[src/core/fcpwm_consts.svh]
`ifndef FCPWM_CONSTS_SVH
`define FCPWM_CONSTS_SVH

// register indices on the write port
`define FCPWM_IDX_CFG 6'h24
`define FCPWM_IDX_DUTY0 6'h25
`define FCPWM_IDX_SHIFT0 6'h29
`define FCPWM_IDX_PULSE_POS 6'h2d
`define FCPWM_IDX_PULSE_LEN 6'h2e
`define FCPWM_NUM_CH 4

// reset values of the write-only registers
`define FCPWM_CFG_RST 64'h0
`define FCPWM_VAL12_RST 12'h0
`define FCPWM_LEN_RST 8'h0

// clock rates, in MHz, for the dead time conversion
`define FCPWM_CLK_MHZ 18'h7d
`define FCPWM_DT_CLK_MHZ 18'h64

// alignment codes
`define FCPWM_ALIGN_LEFT 2'h0
`define FCPWM_ALIGN_RIGHT 2'h1

// chopper codes
`define FCPWM_CHOP_COMPL 3'h0
`define FCPWM_CHOP_HS_ONLY 3'h1
`define FCPWM_CHOP_LS_ONLY 3'h2

`endif

[src/core/fcpwm_pkg.sv]
package fcpwm_pkg;

	// layout of the 64-bit modulator configuration word
	typedef struct packed {
		logic [7:0] dead_time_hs;
		logic [7:0] dead_time_ls;
		logic rsv47;
		logic pol_zero;
		logic pol_a;
		logic pol_centre;
		logic pol_b;
		logic pol_ab;
		logic pol_hs;
		logic pol_ls;
		logic [5:0] rsv39;
		logic [1:0] align;
		logic [3:0][3:0] chop_nib;
		logic [3:0] rsv15;
		logic [11:0] max_count;
	} fcpwm_cfg_s;

	// trigger pulse outputs
	typedef struct packed {
		logic ab;
		logic b;
		logic centre;
		logic a;
		logic zero;
	} fcpwm_trig_s;

	// dead time sequencer states
	typedef enum logic [1:0] {
		ST_LS_ON,
		ST_GAP_HS,
		ST_HS_ON,
		ST_GAP_LS
	} fcpwm_dt_state_e;

endpackage

[src/core/fcpwm_dead_time.sv]
`include "fcpwm_consts.svh"

module fcpwm_dead_time (
	// clock and reset
	input wire logic clk,
	input wire logic rstn,
	// request from the modulator
	input wire logic want_hs,
	input wire logic hs_en,
	input wire logic ls_en,
	// gaps in system clock cycles
	input wire logic [8:0] gap_hs,
	input wire logic [8:0] gap_ls,
	// switch commands
	output logic hs_on,
	output logic ls_on
);

	fcpwm_pkg::fcpwm_dt_state_e state_q, state_d;
	logic [8:0] cnt_q, cnt_d;

	// next state: both sides off for the gap before either turns on
	always_comb
	begin
		state_d = state_q;
		cnt_d = cnt_q;
		unique case (state_q)
			fcpwm_pkg::ST_LS_ON:
				if (want_hs)
				begin
					cnt_d = gap_hs;
					state_d = (gap_hs == 9'h0) ? fcpwm_pkg::ST_HS_ON
						: fcpwm_pkg::ST_GAP_HS;
				end
			fcpwm_pkg::ST_GAP_HS:
				if (!want_hs)
					state_d = fcpwm_pkg::ST_LS_ON; // high side never on
				else if (cnt_q <= 9'h1)
					state_d = fcpwm_pkg::ST_HS_ON;
				else
					cnt_d = cnt_q - 9'h1;
			fcpwm_pkg::ST_HS_ON:
				if (!want_hs)
				begin
					cnt_d = gap_ls;
					state_d = (gap_ls == 9'h0) ? fcpwm_pkg::ST_LS_ON
						: fcpwm_pkg::ST_GAP_LS;
				end
			fcpwm_pkg::ST_GAP_LS:
				if (want_hs)
					state_d = fcpwm_pkg::ST_HS_ON;
				else if (cnt_q <= 9'h1)
					state_d = fcpwm_pkg::ST_LS_ON;
				else
					cnt_d = cnt_q - 9'h1;
		endcase
	end

	// state registers, reset into a safe off gap
	always_ff @(posedge clk or negedge rstn)
	begin
		if (!rstn)
		begin
			state_q <= fcpwm_pkg::ST_GAP_LS;
			cnt_q <= 9'h0;
		end
		else
		begin
			state_q <= state_d;
			cnt_q <= cnt_d;
		end
	end

	// chopper enables can only remove an on state
	assign hs_on = (state_q == fcpwm_pkg::ST_HS_ON) && hs_en;
	assign ls_on = (state_q == fcpwm_pkg::ST_LS_ON) && ls_en;

endmodule

[src/core/fcpwm_top.sv]
// How it works
// each channel keeps its own 12-bit on-time value
// each channel has its own 3-bit chopper mode field
// one 2-bit alignment field at bits 33:32 governs all channels
// bit 40 inverts all low sides, bit 41 all high sides
// bits 42 to 46 set polarity of AB, B, centre, A, zero pulses
// low side turns on only after the programmed low-side gap
// high side turns on only after the programmed high-side gap
// one shared counter runs from zero to the 12-bit maximum count
// per-channel 12-bit shift moves both edges of that channel
// trigger pulses A and B fire at their own counter positions
// one 8-bit length sets duration of A, B, start, centre pulses
`include "fcpwm_consts.svh"

module fcpwm_top (
	// clock and reset
	input wire logic clk,
	input wire logic rstn,
	// register write port
	input wire logic wr_en,
	input wire logic [5:0] wr_index,
	input wire logic [63:0] wr_data,
	// gate driver outputs
	output logic [3:0] hs_out,
	output logic [3:0] ls_out,
	// trigger pulses
	output fcpwm_pkg::fcpwm_trig_s trig_out
);

	// dead time in 100 MHz cycles to system cycles, rounded up
	function automatic logic [8:0] dt_to_clk(input logic [7:0] n);
		logic [17:0] prod;
		prod = {10'h0, n} * `FCPWM_CLK_MHZ + (`FCPWM_DT_CLK_MHZ - 18'h1);
		return 9'(prod / `FCPWM_DT_CLK_MHZ);
	endfunction

	// wrap a shifted count into the modulation period
	function automatic logic [11:0] wrap(input logic [11:0] c,
		input logic [11:0] sh, input logic [12:0] period);
		logic [12:0] sum;
		sum = {1'b0, c} + {1'b0, sh};
		if (sum >= period)
			sum = sum - period;
		return sum[11:0];
	endfunction

	fcpwm_pkg::fcpwm_cfg_s cfg_q, cfg_d;
	logic [3:0][11:0] duty_q, duty_d;
	logic [3:0][11:0] shift_q, shift_d;
	logic [11:0] pos_a_q, pos_a_d, pos_b_q, pos_b_d;
	logic [7:0] len_q, len_d;
	logic [11:0] cnt_q, cnt_d;
	logic up_q, up_d;
	logic [12:0] period;
	logic centre_mode;
	logic [3:0] want_hs, hs_en, ls_en, hs_on, ls_on;
	logic [8:0] gap_hs, gap_ls;
	logic [3:0] ev;
	logic [3:0][7:0] pc_q, pc_d;
	logic [3:0] act;
	logic [3:0] hs_out_d, ls_out_d;
	fcpwm_pkg::fcpwm_trig_s trig_d;

	// register writes, narrow registers take the low bits, except pos_b_d which takes bits 27:16
	always_comb
	begin
		cfg_d = cfg_q;
		duty_d = duty_q;
		shift_d = shift_q;
		pos_a_d = pos_a_q;
		pos_b_d = pos_b_q;
		len_d = len_q;
		if (wr_en)
		begin
			if (wr_index == `FCPWM_IDX_CFG)
				cfg_d = wr_data;
			for (int i = 0; i < `FCPWM_NUM_CH; i++)
			begin
				if (wr_index == 6'(`FCPWM_IDX_DUTY0 + i))
					duty_d[i] = wr_data[11:0];
				if (wr_index == 6'(`FCPWM_IDX_SHIFT0 + i))
					shift_d[i] = wr_data[11:0];
			end
			if (wr_index == `FCPWM_IDX_PULSE_POS)
			begin
				pos_a_d = wr_data[11:0];
				pos_b_d = wr_data[27:16];
			end
			if (wr_index == `FCPWM_IDX_PULSE_LEN)
				len_d = wr_data[7:0];
		end
	end

	always_ff @(posedge clk or negedge rstn)
	begin
		if (!rstn)
		begin
			cfg_q <= `FCPWM_CFG_RST;
			duty_q <= '0;
			shift_q <= '0;
			pos_a_q <= `FCPWM_VAL12_RST;
			pos_b_q <= `FCPWM_VAL12_RST;
			len_q <= `FCPWM_LEN_RST;
		end
		else
		begin
			cfg_q <= cfg_d;
			duty_q <= duty_d;
			shift_q <= shift_d;
			pos_a_q <= pos_a_d;
			pos_b_q <= pos_b_d;
			len_q <= len_d;
		end
	end

	assign period = {1'b0, cfg_q.max_count} + 13'h1;
	assign centre_mode = cfg_q.align[1];

	// shared counter: sawtooth, or up-down triangle in centre mode
	always_comb
	begin
		cnt_d = cnt_q;
		up_d = up_q;
		if (!centre_mode || up_q)
		begin
			if (cnt_q >= cfg_q.max_count)
			begin
				cnt_d = 12'h0;
				if (centre_mode && cfg_q.max_count != 12'h0)
				begin
					up_d = 1'b0;
					cnt_d = cfg_q.max_count - 12'h1;
				end
			end
			else
				cnt_d = cnt_q + 12'h1;
		end
		else if (cnt_q == 12'h0)
		begin
			up_d = 1'b1;
			cnt_d = (cfg_q.max_count == 12'h0) ? 12'h0 : 12'h1;
		end
		else
			cnt_d = cnt_q - 12'h1;
		if (!centre_mode)
			up_d = 1'b1;
	end

	always_ff @(posedge clk or negedge rstn)
	begin
		if (!rstn)
		begin
			cnt_q <= 12'h0;
			up_q <= 1'b1;
		end
		else
		begin
			cnt_q <= cnt_d;
			up_q <= up_d;
		end
	end

	assign gap_hs = dt_to_clk(cfg_q.dead_time_hs);
	assign gap_ls = dt_to_clk(cfg_q.dead_time_ls);

	// per-channel compare, chopper steering and dead time
	genvar g;
	generate
		for (g = 0; g < `FCPWM_NUM_CH; g++)
		begin : gen_ch
			logic [11:0] eff;
			logic on;
			logic [2:0] chop;
			assign eff = wrap(cnt_q, shift_q[g], period);
			assign chop = cfg_q.chop_nib[g][2:0];
			always_comb
			begin
				if (cfg_q.align == `FCPWM_ALIGN_RIGHT)
					on = ({1'b0, eff} + {1'b0, duty_q[g]}) >= period;
				else
					on = eff < duty_q[g];
			end
			assign want_hs[g] = on;
			assign hs_en[g] = (chop == `FCPWM_CHOP_COMPL)
				|| (chop == `FCPWM_CHOP_HS_ONLY);
			assign ls_en[g] = (chop == `FCPWM_CHOP_COMPL)
				|| (chop == `FCPWM_CHOP_LS_ONLY);
			fcpwm_dead_time u_dt (
				.clk(clk),
				.rstn(rstn),
				.want_hs(want_hs[g]),
				.hs_en(hs_en[g]),
				.ls_en(ls_en[g]),
				.gap_hs(gap_hs),
				.gap_ls(gap_ls),
				.hs_on(hs_on[g]),
				.ls_on(ls_on[g])
			);
		end
	endgenerate

	// trigger events: a, b, zero (start), centre
	assign ev[0] = (cnt_q == pos_a_q);
	assign ev[1] = (cnt_q == pos_b_q);
	assign ev[2] = (cnt_q == 12'h0); // bottom of the count in every mode
	assign ev[3] = centre_mode ? (cnt_q == cfg_q.max_count)
		: (cnt_q == (cfg_q.max_count >> 1));

	// pulse stretchers, length at least one cycle
	generate
		for (g = 0; g < 4; g++)
		begin : gen_pulse
			always_comb
			begin
				if (ev[g])
					pc_d[g] = (len_q == 8'h0) ? 8'h1 : len_q;
				else if (pc_q[g] != 8'h0)
					pc_d[g] = pc_q[g] - 8'h1;
				else
					pc_d[g] = 8'h0;
			end
			assign act[g] = (pc_q[g] != 8'h0);
		end
	endgenerate

	// polarity applied on the way into the output flops
	always_comb
	begin
		hs_out_d = hs_on ^ {4{cfg_q.pol_hs}};
		ls_out_d = ls_on ^ {4{cfg_q.pol_ls}};
		trig_d.a = act[0] ^ cfg_q.pol_a;
		trig_d.b = act[1] ^ cfg_q.pol_b;
		trig_d.zero = act[2] ^ cfg_q.pol_zero;
		trig_d.centre = act[3] ^ cfg_q.pol_centre;
		trig_d.ab = (act[0] | act[1]) ^ cfg_q.pol_ab;
	end

	always_ff @(posedge clk or negedge rstn)
	begin
		if (!rstn)
		begin
			pc_q <= '0;
			hs_out <= 4'h0;
			ls_out <= 4'h0;
			trig_out <= '0;
		end
		else
		begin
			pc_q <= pc_d;
			hs_out <= hs_out_d;
			ls_out <= ls_out_d;
			trig_out <= trig_d;
		end
	end

endmodule

[config.mk]
export PLATFORM = sky130hd
export DESIGN_NAME = fcpwm_top
export DESIGN_NICKNAME = d
export VERILOG_FILES = /design/src/core/fcpwm_pkg.sv /design/src/core/fcpwm_dead_time.sv /design/src/core/fcpwm_top.sv
export VERILOG_INCLUDE_DIRS = /design/src /design/src/core
export SDC_FILE = /design/constraint.sdc
export NUM_CORES = 1
export LEC_CHECK = 0
export BUFFER_PORTS_ARGS = -buffer_cell sky130_fd_sc_hd__clkbuf_2
export CAP_MARGIN = 25
export CORE_MARGIN = 2
export CORE_UTILIZATION = 50
export DETAILED_ROUTE_END_ITERATION = 10
export PLACE_DENSITY = 0.66
export SYNTH_ARGS = -nofsm -noshare
export SYNTH_HDL_FRONTEND = slang
export SYNTH_HIERARCHICAL = 1
export SYNTH_SLANG_ARGS = --single-unit
export TNS_END_PERCENT = 20
[constraint.sdc]
create_clock -name clk -period 14.3 [get_ports clk]
set_clock_uncertainty 0.2 [all_clocks]
set_input_delay 1.43 -clock clk [delete_from_list [all_inputs] [get_ports clk]]
set_output_delay 1.43 -clock clk [all_outputs]
set_load 0.1 [all_outputs]
# Yosys cells after proc, flatten, opt, wreduce, memory -nomap -nowiden
# Cells that the tools add are included.
dict set report totals {
  out_inout_bits 13
  register_bits 279
  input_bits 73
}
dict set report op_classes {
  eq_ne 63
  n_div 2
  n_addsub 26
  n_reduce_logical 57
  muxes 82
  bitwise_logic 8
  n_mul 2
  n_lt_le_gt_ge 17
}
# operator count
set ops {}
lappend ops {{9-bit 2-to-1 mux} 20}
lappend ops {{9-bit case mux with 4 select lines} 4}
lappend ops {{12-bit by 12-bit adder with 13-bit output} 8}
lappend ops {{13-bit >= comparator} 8}
lappend ops {{12-bit 2-to-1 mux} 8}
lappend ops {{8-bit 2-to-1 mux} 9}
lappend ops {{6-bit equality test (second input constant)} 11}
lappend ops {{2-bit 2-to-1 mux} 26}
lappend ops {{12-bit < comparator} 4}
lappend ops {{12-bit subtractor} 4}
lappend ops {{18-bit by 7-bit divider with 18-bit output (second input constant)} 2}
lappend ops {{12-bit equality test} 3}
lappend ops {{9-bit by 1-bit <= comparator with 1-bit output (second input constant)} 4}
lappend ops {{9-bit by 1-bit subtractor with 9-bit output (second input constant)} 4}
lappend ops {{15-bit by 7-bit adder with 16-bit output (second input constant)} 2}
lappend ops {{2-bit case mux with 4 select lines} 4}
lappend ops {{4-bit AND reduction} 8}
lappend ops {{8-bit nonzero test} 4}
lappend ops {{8-bit by 1-bit subtractor with 8-bit output (second input constant)} 4}
lappend ops {{8-bit by 7-bit multiplier with 15-bit output (second input constant)} 2}
lappend ops {{12-bit zero test} 2}
lappend ops {{12-bit by 1-bit subtractor with 12-bit output (second input constant)} 2}
lappend ops {{2-bit AND reduction} 11}
lappend ops {{9-bit zero test} 2}
lappend ops {{other kinds (25)} 101}

# Logic depth before layout (Yosys ltp)
dict set report depth {
  ltp_word 8
  depth_mapped 54
  mapped_depth_nobuf 52
}

# By module
# Netlist, hierarchy kept.
# module cells_per_inst seq_area_each_um2 area_each_um2 instances
set by_module_without_submodules {}
lappend by_module_without_submodules {fcpwm_top 2898 5881.9 25973.7 1}
lappend by_module_without_submodules {fcpwm_dead_time 109 277.8 908.4 4}

# Worst setup path before layout
# No wires, ideal clock.
dict set report synth_path {
  kind {reg-to-reg}
  start {reg cfg_q[57] (netlist bit)}
  end {reg gen_ch[0].u_dt.state_q[0]}
  setup_time_ns 0.078
  path_slack_ns 4.056
  arrival_time_ns 9.966
  n_path_buf 2
  stages_incl_launch_ff 40
  synth_period_minus_slack_ns 10.244
  required_time_ns 14.022
  path_cell_list {dfrtp_1 > fa_1 > fa_1 > fa_1 > inv_1 > fa_1 > inv_1 > ha_1 > buf_2 > a21o_1 > or3_1 > o21a_2 > a221oi_4 > and2_1 > buf_4 > o21ai_1 > a32o_1 > nor2_2 > (+4 left out) > xor2_1 > o21a_2 > a311oi_2 > inv_2 > a221oi_2 > o21ai_2 > a21oi_2 > xnor2_1 > nor3_2 > o31ai_4 > a31oi_2 > mux2_4 > o22ai_2 > o211ai_2 > nor4_1 > a31oi_1 > a21oi_1 > nor2b_1}
}
dict set report synth_via {
  elab_chain_len 7
}
# item line_no
set synth_rtl {}
lappend synth_rtl {{from (decl)} fcpwm_top.sv:47} ;# fcpwm_pkg::fcpwm_cfg_s cfg_q, cfg_d;
lappend synth_rtl {{from (signal assigned)} fcpwm_top.sv:98} ;# cfg_q <= `FCPWM_CFG_RST;
lappend synth_rtl {{from (signal assigned)} fcpwm_top.sv:107} ;# cfg_q <= cfg_d;
lappend synth_rtl {{8-bit by 7-bit multiplier with 15-bit output (no line)} n/a}
lappend synth_rtl {{15-bit by 7-bit adder with 16-bit output} fcpwm_top.sv:33} ;# prod = {10'h0, n} * `FCPWM_CLK_MHZ + (`FCPWM_DT_CLK_MHZ - 18'h1);
lappend synth_rtl {{18-bit by 7-bit divider with 18-bit output (no line)} n/a}
lappend synth_rtl {{named net gap_hs[4]} fcpwm_top.sv:57} ;# logic [8:0] gap_hs, gap_ls;
lappend synth_rtl {{9-bit zero test} fcpwm_dead_time.sv:32} ;# state_d = (gap_hs == 9'h0) ? fcpwm_pkg::ST_HS_ON
lappend synth_rtl {{2-bit 2-to-1 mux} fcpwm_dead_time.sv:32}
lappend synth_rtl {{2-bit 2-to-1 mux} fcpwm_dead_time.sv:29} ;# if (want_hs)
lappend synth_rtl {{2-bit case mux with 4 select lines} fcpwm_dead_time.sv:27} ;# unique case (state_q)
lappend synth_rtl {{to (signal assigned)} fcpwm_dead_time.sv:64} ;# state_q <= fcpwm_pkg::ST_GAP_LS;
lappend synth_rtl {{to (signal assigned)} fcpwm_dead_time.sv:69} ;# state_q <= state_d;
lappend synth_rtl {{to (decl)} fcpwm_dead_time.sv:19} ;# fcpwm_pkg::fcpwm_dt_state_e state_q, state_d;
# The timed path passes the listed nets, and every way through them passes these cells. The select of a mux whose other input is x is not followed.
# A chain may end at the register's enable or synchronous reset.

# Worst setup path in the final report
# Ends and elaborated chain as after synthesis.

==> qor.yml <==
status:
  status: "complete, no violations"
layout:
  diodes: 0
  final_common_cell: "ha_1"
  finalNetCount: 3860
  area_delta_synth_final_pct: 8.22
  fin_cells: 4162
  layout-drive-gt1-share_pct: 14.0
  final_cell_mix: "ha_1, nor2_1, dfrtp_1"
floorplanning:
  die_w_um: 247
  die_area_um2: 61200
  core_um2: 58800
  ios: 86
  fp-row-count: 89
  fp.dieH_um: 247
  start_util_pct: 50.4
job:
  cap_violations: 0
synth:
  synth_ff_type: "dfrtp_1"
  yosysTopAreaCell: "dfrtp_1"
  syn_area_um2: 29600
  yosys-top-cells-area: "dfrtp_1, ha_1, mux2_2, xnor2_1, nor2_1"
  synthCells: 3334
  async_flop_share_pct: 100
  synth-seq-cells: 279
  seq_area_frac_synth_pct: 23.6
  mappedNetlistNets: 3831
  synth_area_per_cell_um2: 8.88
  synth.distinct_cells: 120
  yosysTopAreaCellShare_pct: 22.8
  yosys_warnings: 6
  synth_edf_count: 0
sta:
  slew_headroom_pct: 24.7
  setup_tns_ns: 0
  setup_viol: 0
  fin_ws_ns: 1.79
  period_share_pct: 87.5
  hold_viol_final: 0
  period_needed_ns: 12.51
  drv_slew: 0
  rsz0062_at_grt: "false"
  tightest_slew_ns: 1.13
  fmax_mhz: 80.0
clock_tree:
  clk_latency_ns: 0.55
  cts_tree: "done"
  hold_buffers: 0
  cts_resized: 0
  clk_path_buf_depth: 3
  cts_root_buf: "clkbuf_16"
  h-tree-depth: 2
  cts_buffers: 34
  cts_num_sinks: 279
  postCtsSetupRepairBufs: 0
  path_clk_slew_ns: 0.06
setup_path:
  critPathMostFrequentCell: "fa_1"
  slowest_stage: "a21oi_2"
  cp_max_fo: 12
  crit_type: "reg -> reg"
  max_stage_delay_ns: 0.65
  crit_path_start_kind: "register"
  required_ns: 14.57
  arrival_ns: 12.77
  cp-end-kind: "register"
placement:
  dp_hpwl_mm: 57.7
  port_buffers: 73
  dp_cells: 4098
  post-place-ws_ns: 2.00
  gp_congestion: 0.905
drt:
  drc: 0
  wire_per_inst_um: 18.7
  drt_iter0_drc: 1619
  drt_first_pass_iters: 6
  drt_wl_total_mm: 77.9
  vias_per_cell: 5.97
  final_antenna_net_count: 0
  vias: 24800
global_routing:
  grt_pass1_wl_mm: 126
  grt_usage_pct: 25.3
  grt_max_degree: 80
  grt_antenna_before_repair: 1
  grt_pass1_vias: 24600
  global_route.overflow_total: 0
min_path:
  min_path_type: "reg -> reg"
## layer usage
layer | part of all wire [%] | global-route usage [%] | routed length (um)
met5 | 0 | 0 | 0
met4 | 3.3 | 8.42 | 2540
met3 | 4.5 | 2.69 | 3470
met2 | 48 | 44.3 | 37500
met1 | 44 | 32.6 | 34300
## sequential cells by signal, indices dropped and copies added, names as in the netlist, 4 cells and up
register,cells
cfg_q,48
duty_q,48
shift_q,48
gen_ch.u_dt/cnt_q,36
pc_q,32
cnt_q,12
pos_a_q,12
pos_b_q,12
gen_ch.u_dt/state_q,8
len_q,8
trig_out,5
hs_out,4
ls_out,4
## cells by family after synthesis
kind of cell / after synthesis / synth area share, %
DFF: 279 / 23.6
muxes: 232 / 8.78
and+or+nand+nor: 974 / 16.4
adders and majority gates: 424 / 19.2
AOI/OAI and AO/OA: 786 / 18.7
buffers and inverters: 348 / 4.56
xor gates and xnor gates: 291 / 8.63
## final cells by class
class | instances | area (um2)
multi-input combinational | 2707 | 21300
clock buffer | 49 | 1040
tap | 773 | 967
clock inverter | 13 | 183
fill | 5321 | 26800
sequential | 279 | 6990
inverter | 240 | 901
timing repair buffer | 101 | 609
## critical path, delay by kind of cell (launching register included)
| family | cells | cell delay, ns |
|---|---|---|
| xor+xnor | 1 | 0.25 |
| flops | 1 | 0.48 |
| mux | 2 | 0.84 |
| simple gates | 9 | 2.98 |
| fa+ha+maj | 5 | 2.54 |
| compound gates | 17 | 4.61 |
| buf+inv | 4 | 0.54 |
## metrics by stage
step	hold WS, ns	area (um2)	util, %
2_1_floorplan	0.236	29600	-
3_3_place_gp	0.242	30800	52.3
3_5_place_dp	0.255	30800	52.4
4_1_cts	0.263	32000	54.4
5_1_grt	0.286	32000	54.5
6_report	0.262	32000	54.5
## cells in the mapped netlist (60+ instances only)
| cell type | instances |
|---|---|
| ha_1 | 372 |
| nor2_1 | 329 |
| dfrtp_1 | 270 |
| inv_1 | 238 |
| mux2_2 | 198 |
| nand2_1 | 178 |
| xnor2_1 | 171 |
| a21oi_1 | 170 |
| o21ai_0 | 144 |
| xor2_1 | 119 |
| clkbuf_1 | 88 |
| nand2b_1 | 68 |
| a21o_1 | 63 |
| nor3_1 | 63 |
| nor2b_1 | 60 |
## worst paths after layout
check | start | slack, ns | to | depth (start not counted)
setup / recovery | cfg_q[57] | 1.79 | gen_ch[0].u_dt/state_q[0] | 38
hold / removal | cfg_q[45] | 0.26 | trig_out[1] | 1
setup reg to reg | cfg_q[57] | 1.79 | gen_ch[0].u_dt/state_q[0] | 38
hold reg to reg | cfg_q[45] | 0.26 | trig_out[1] | 1
max in group asynchronous | rstn | 11.12 | trig_out[3] | 3
min in group asynchronous | rstn | 0.68 | shift_q[36] | 1
Power is left out: the tool's default activity adds up to more than one toggle a clock period on the data nets, which glitch-free logic cannot reach.
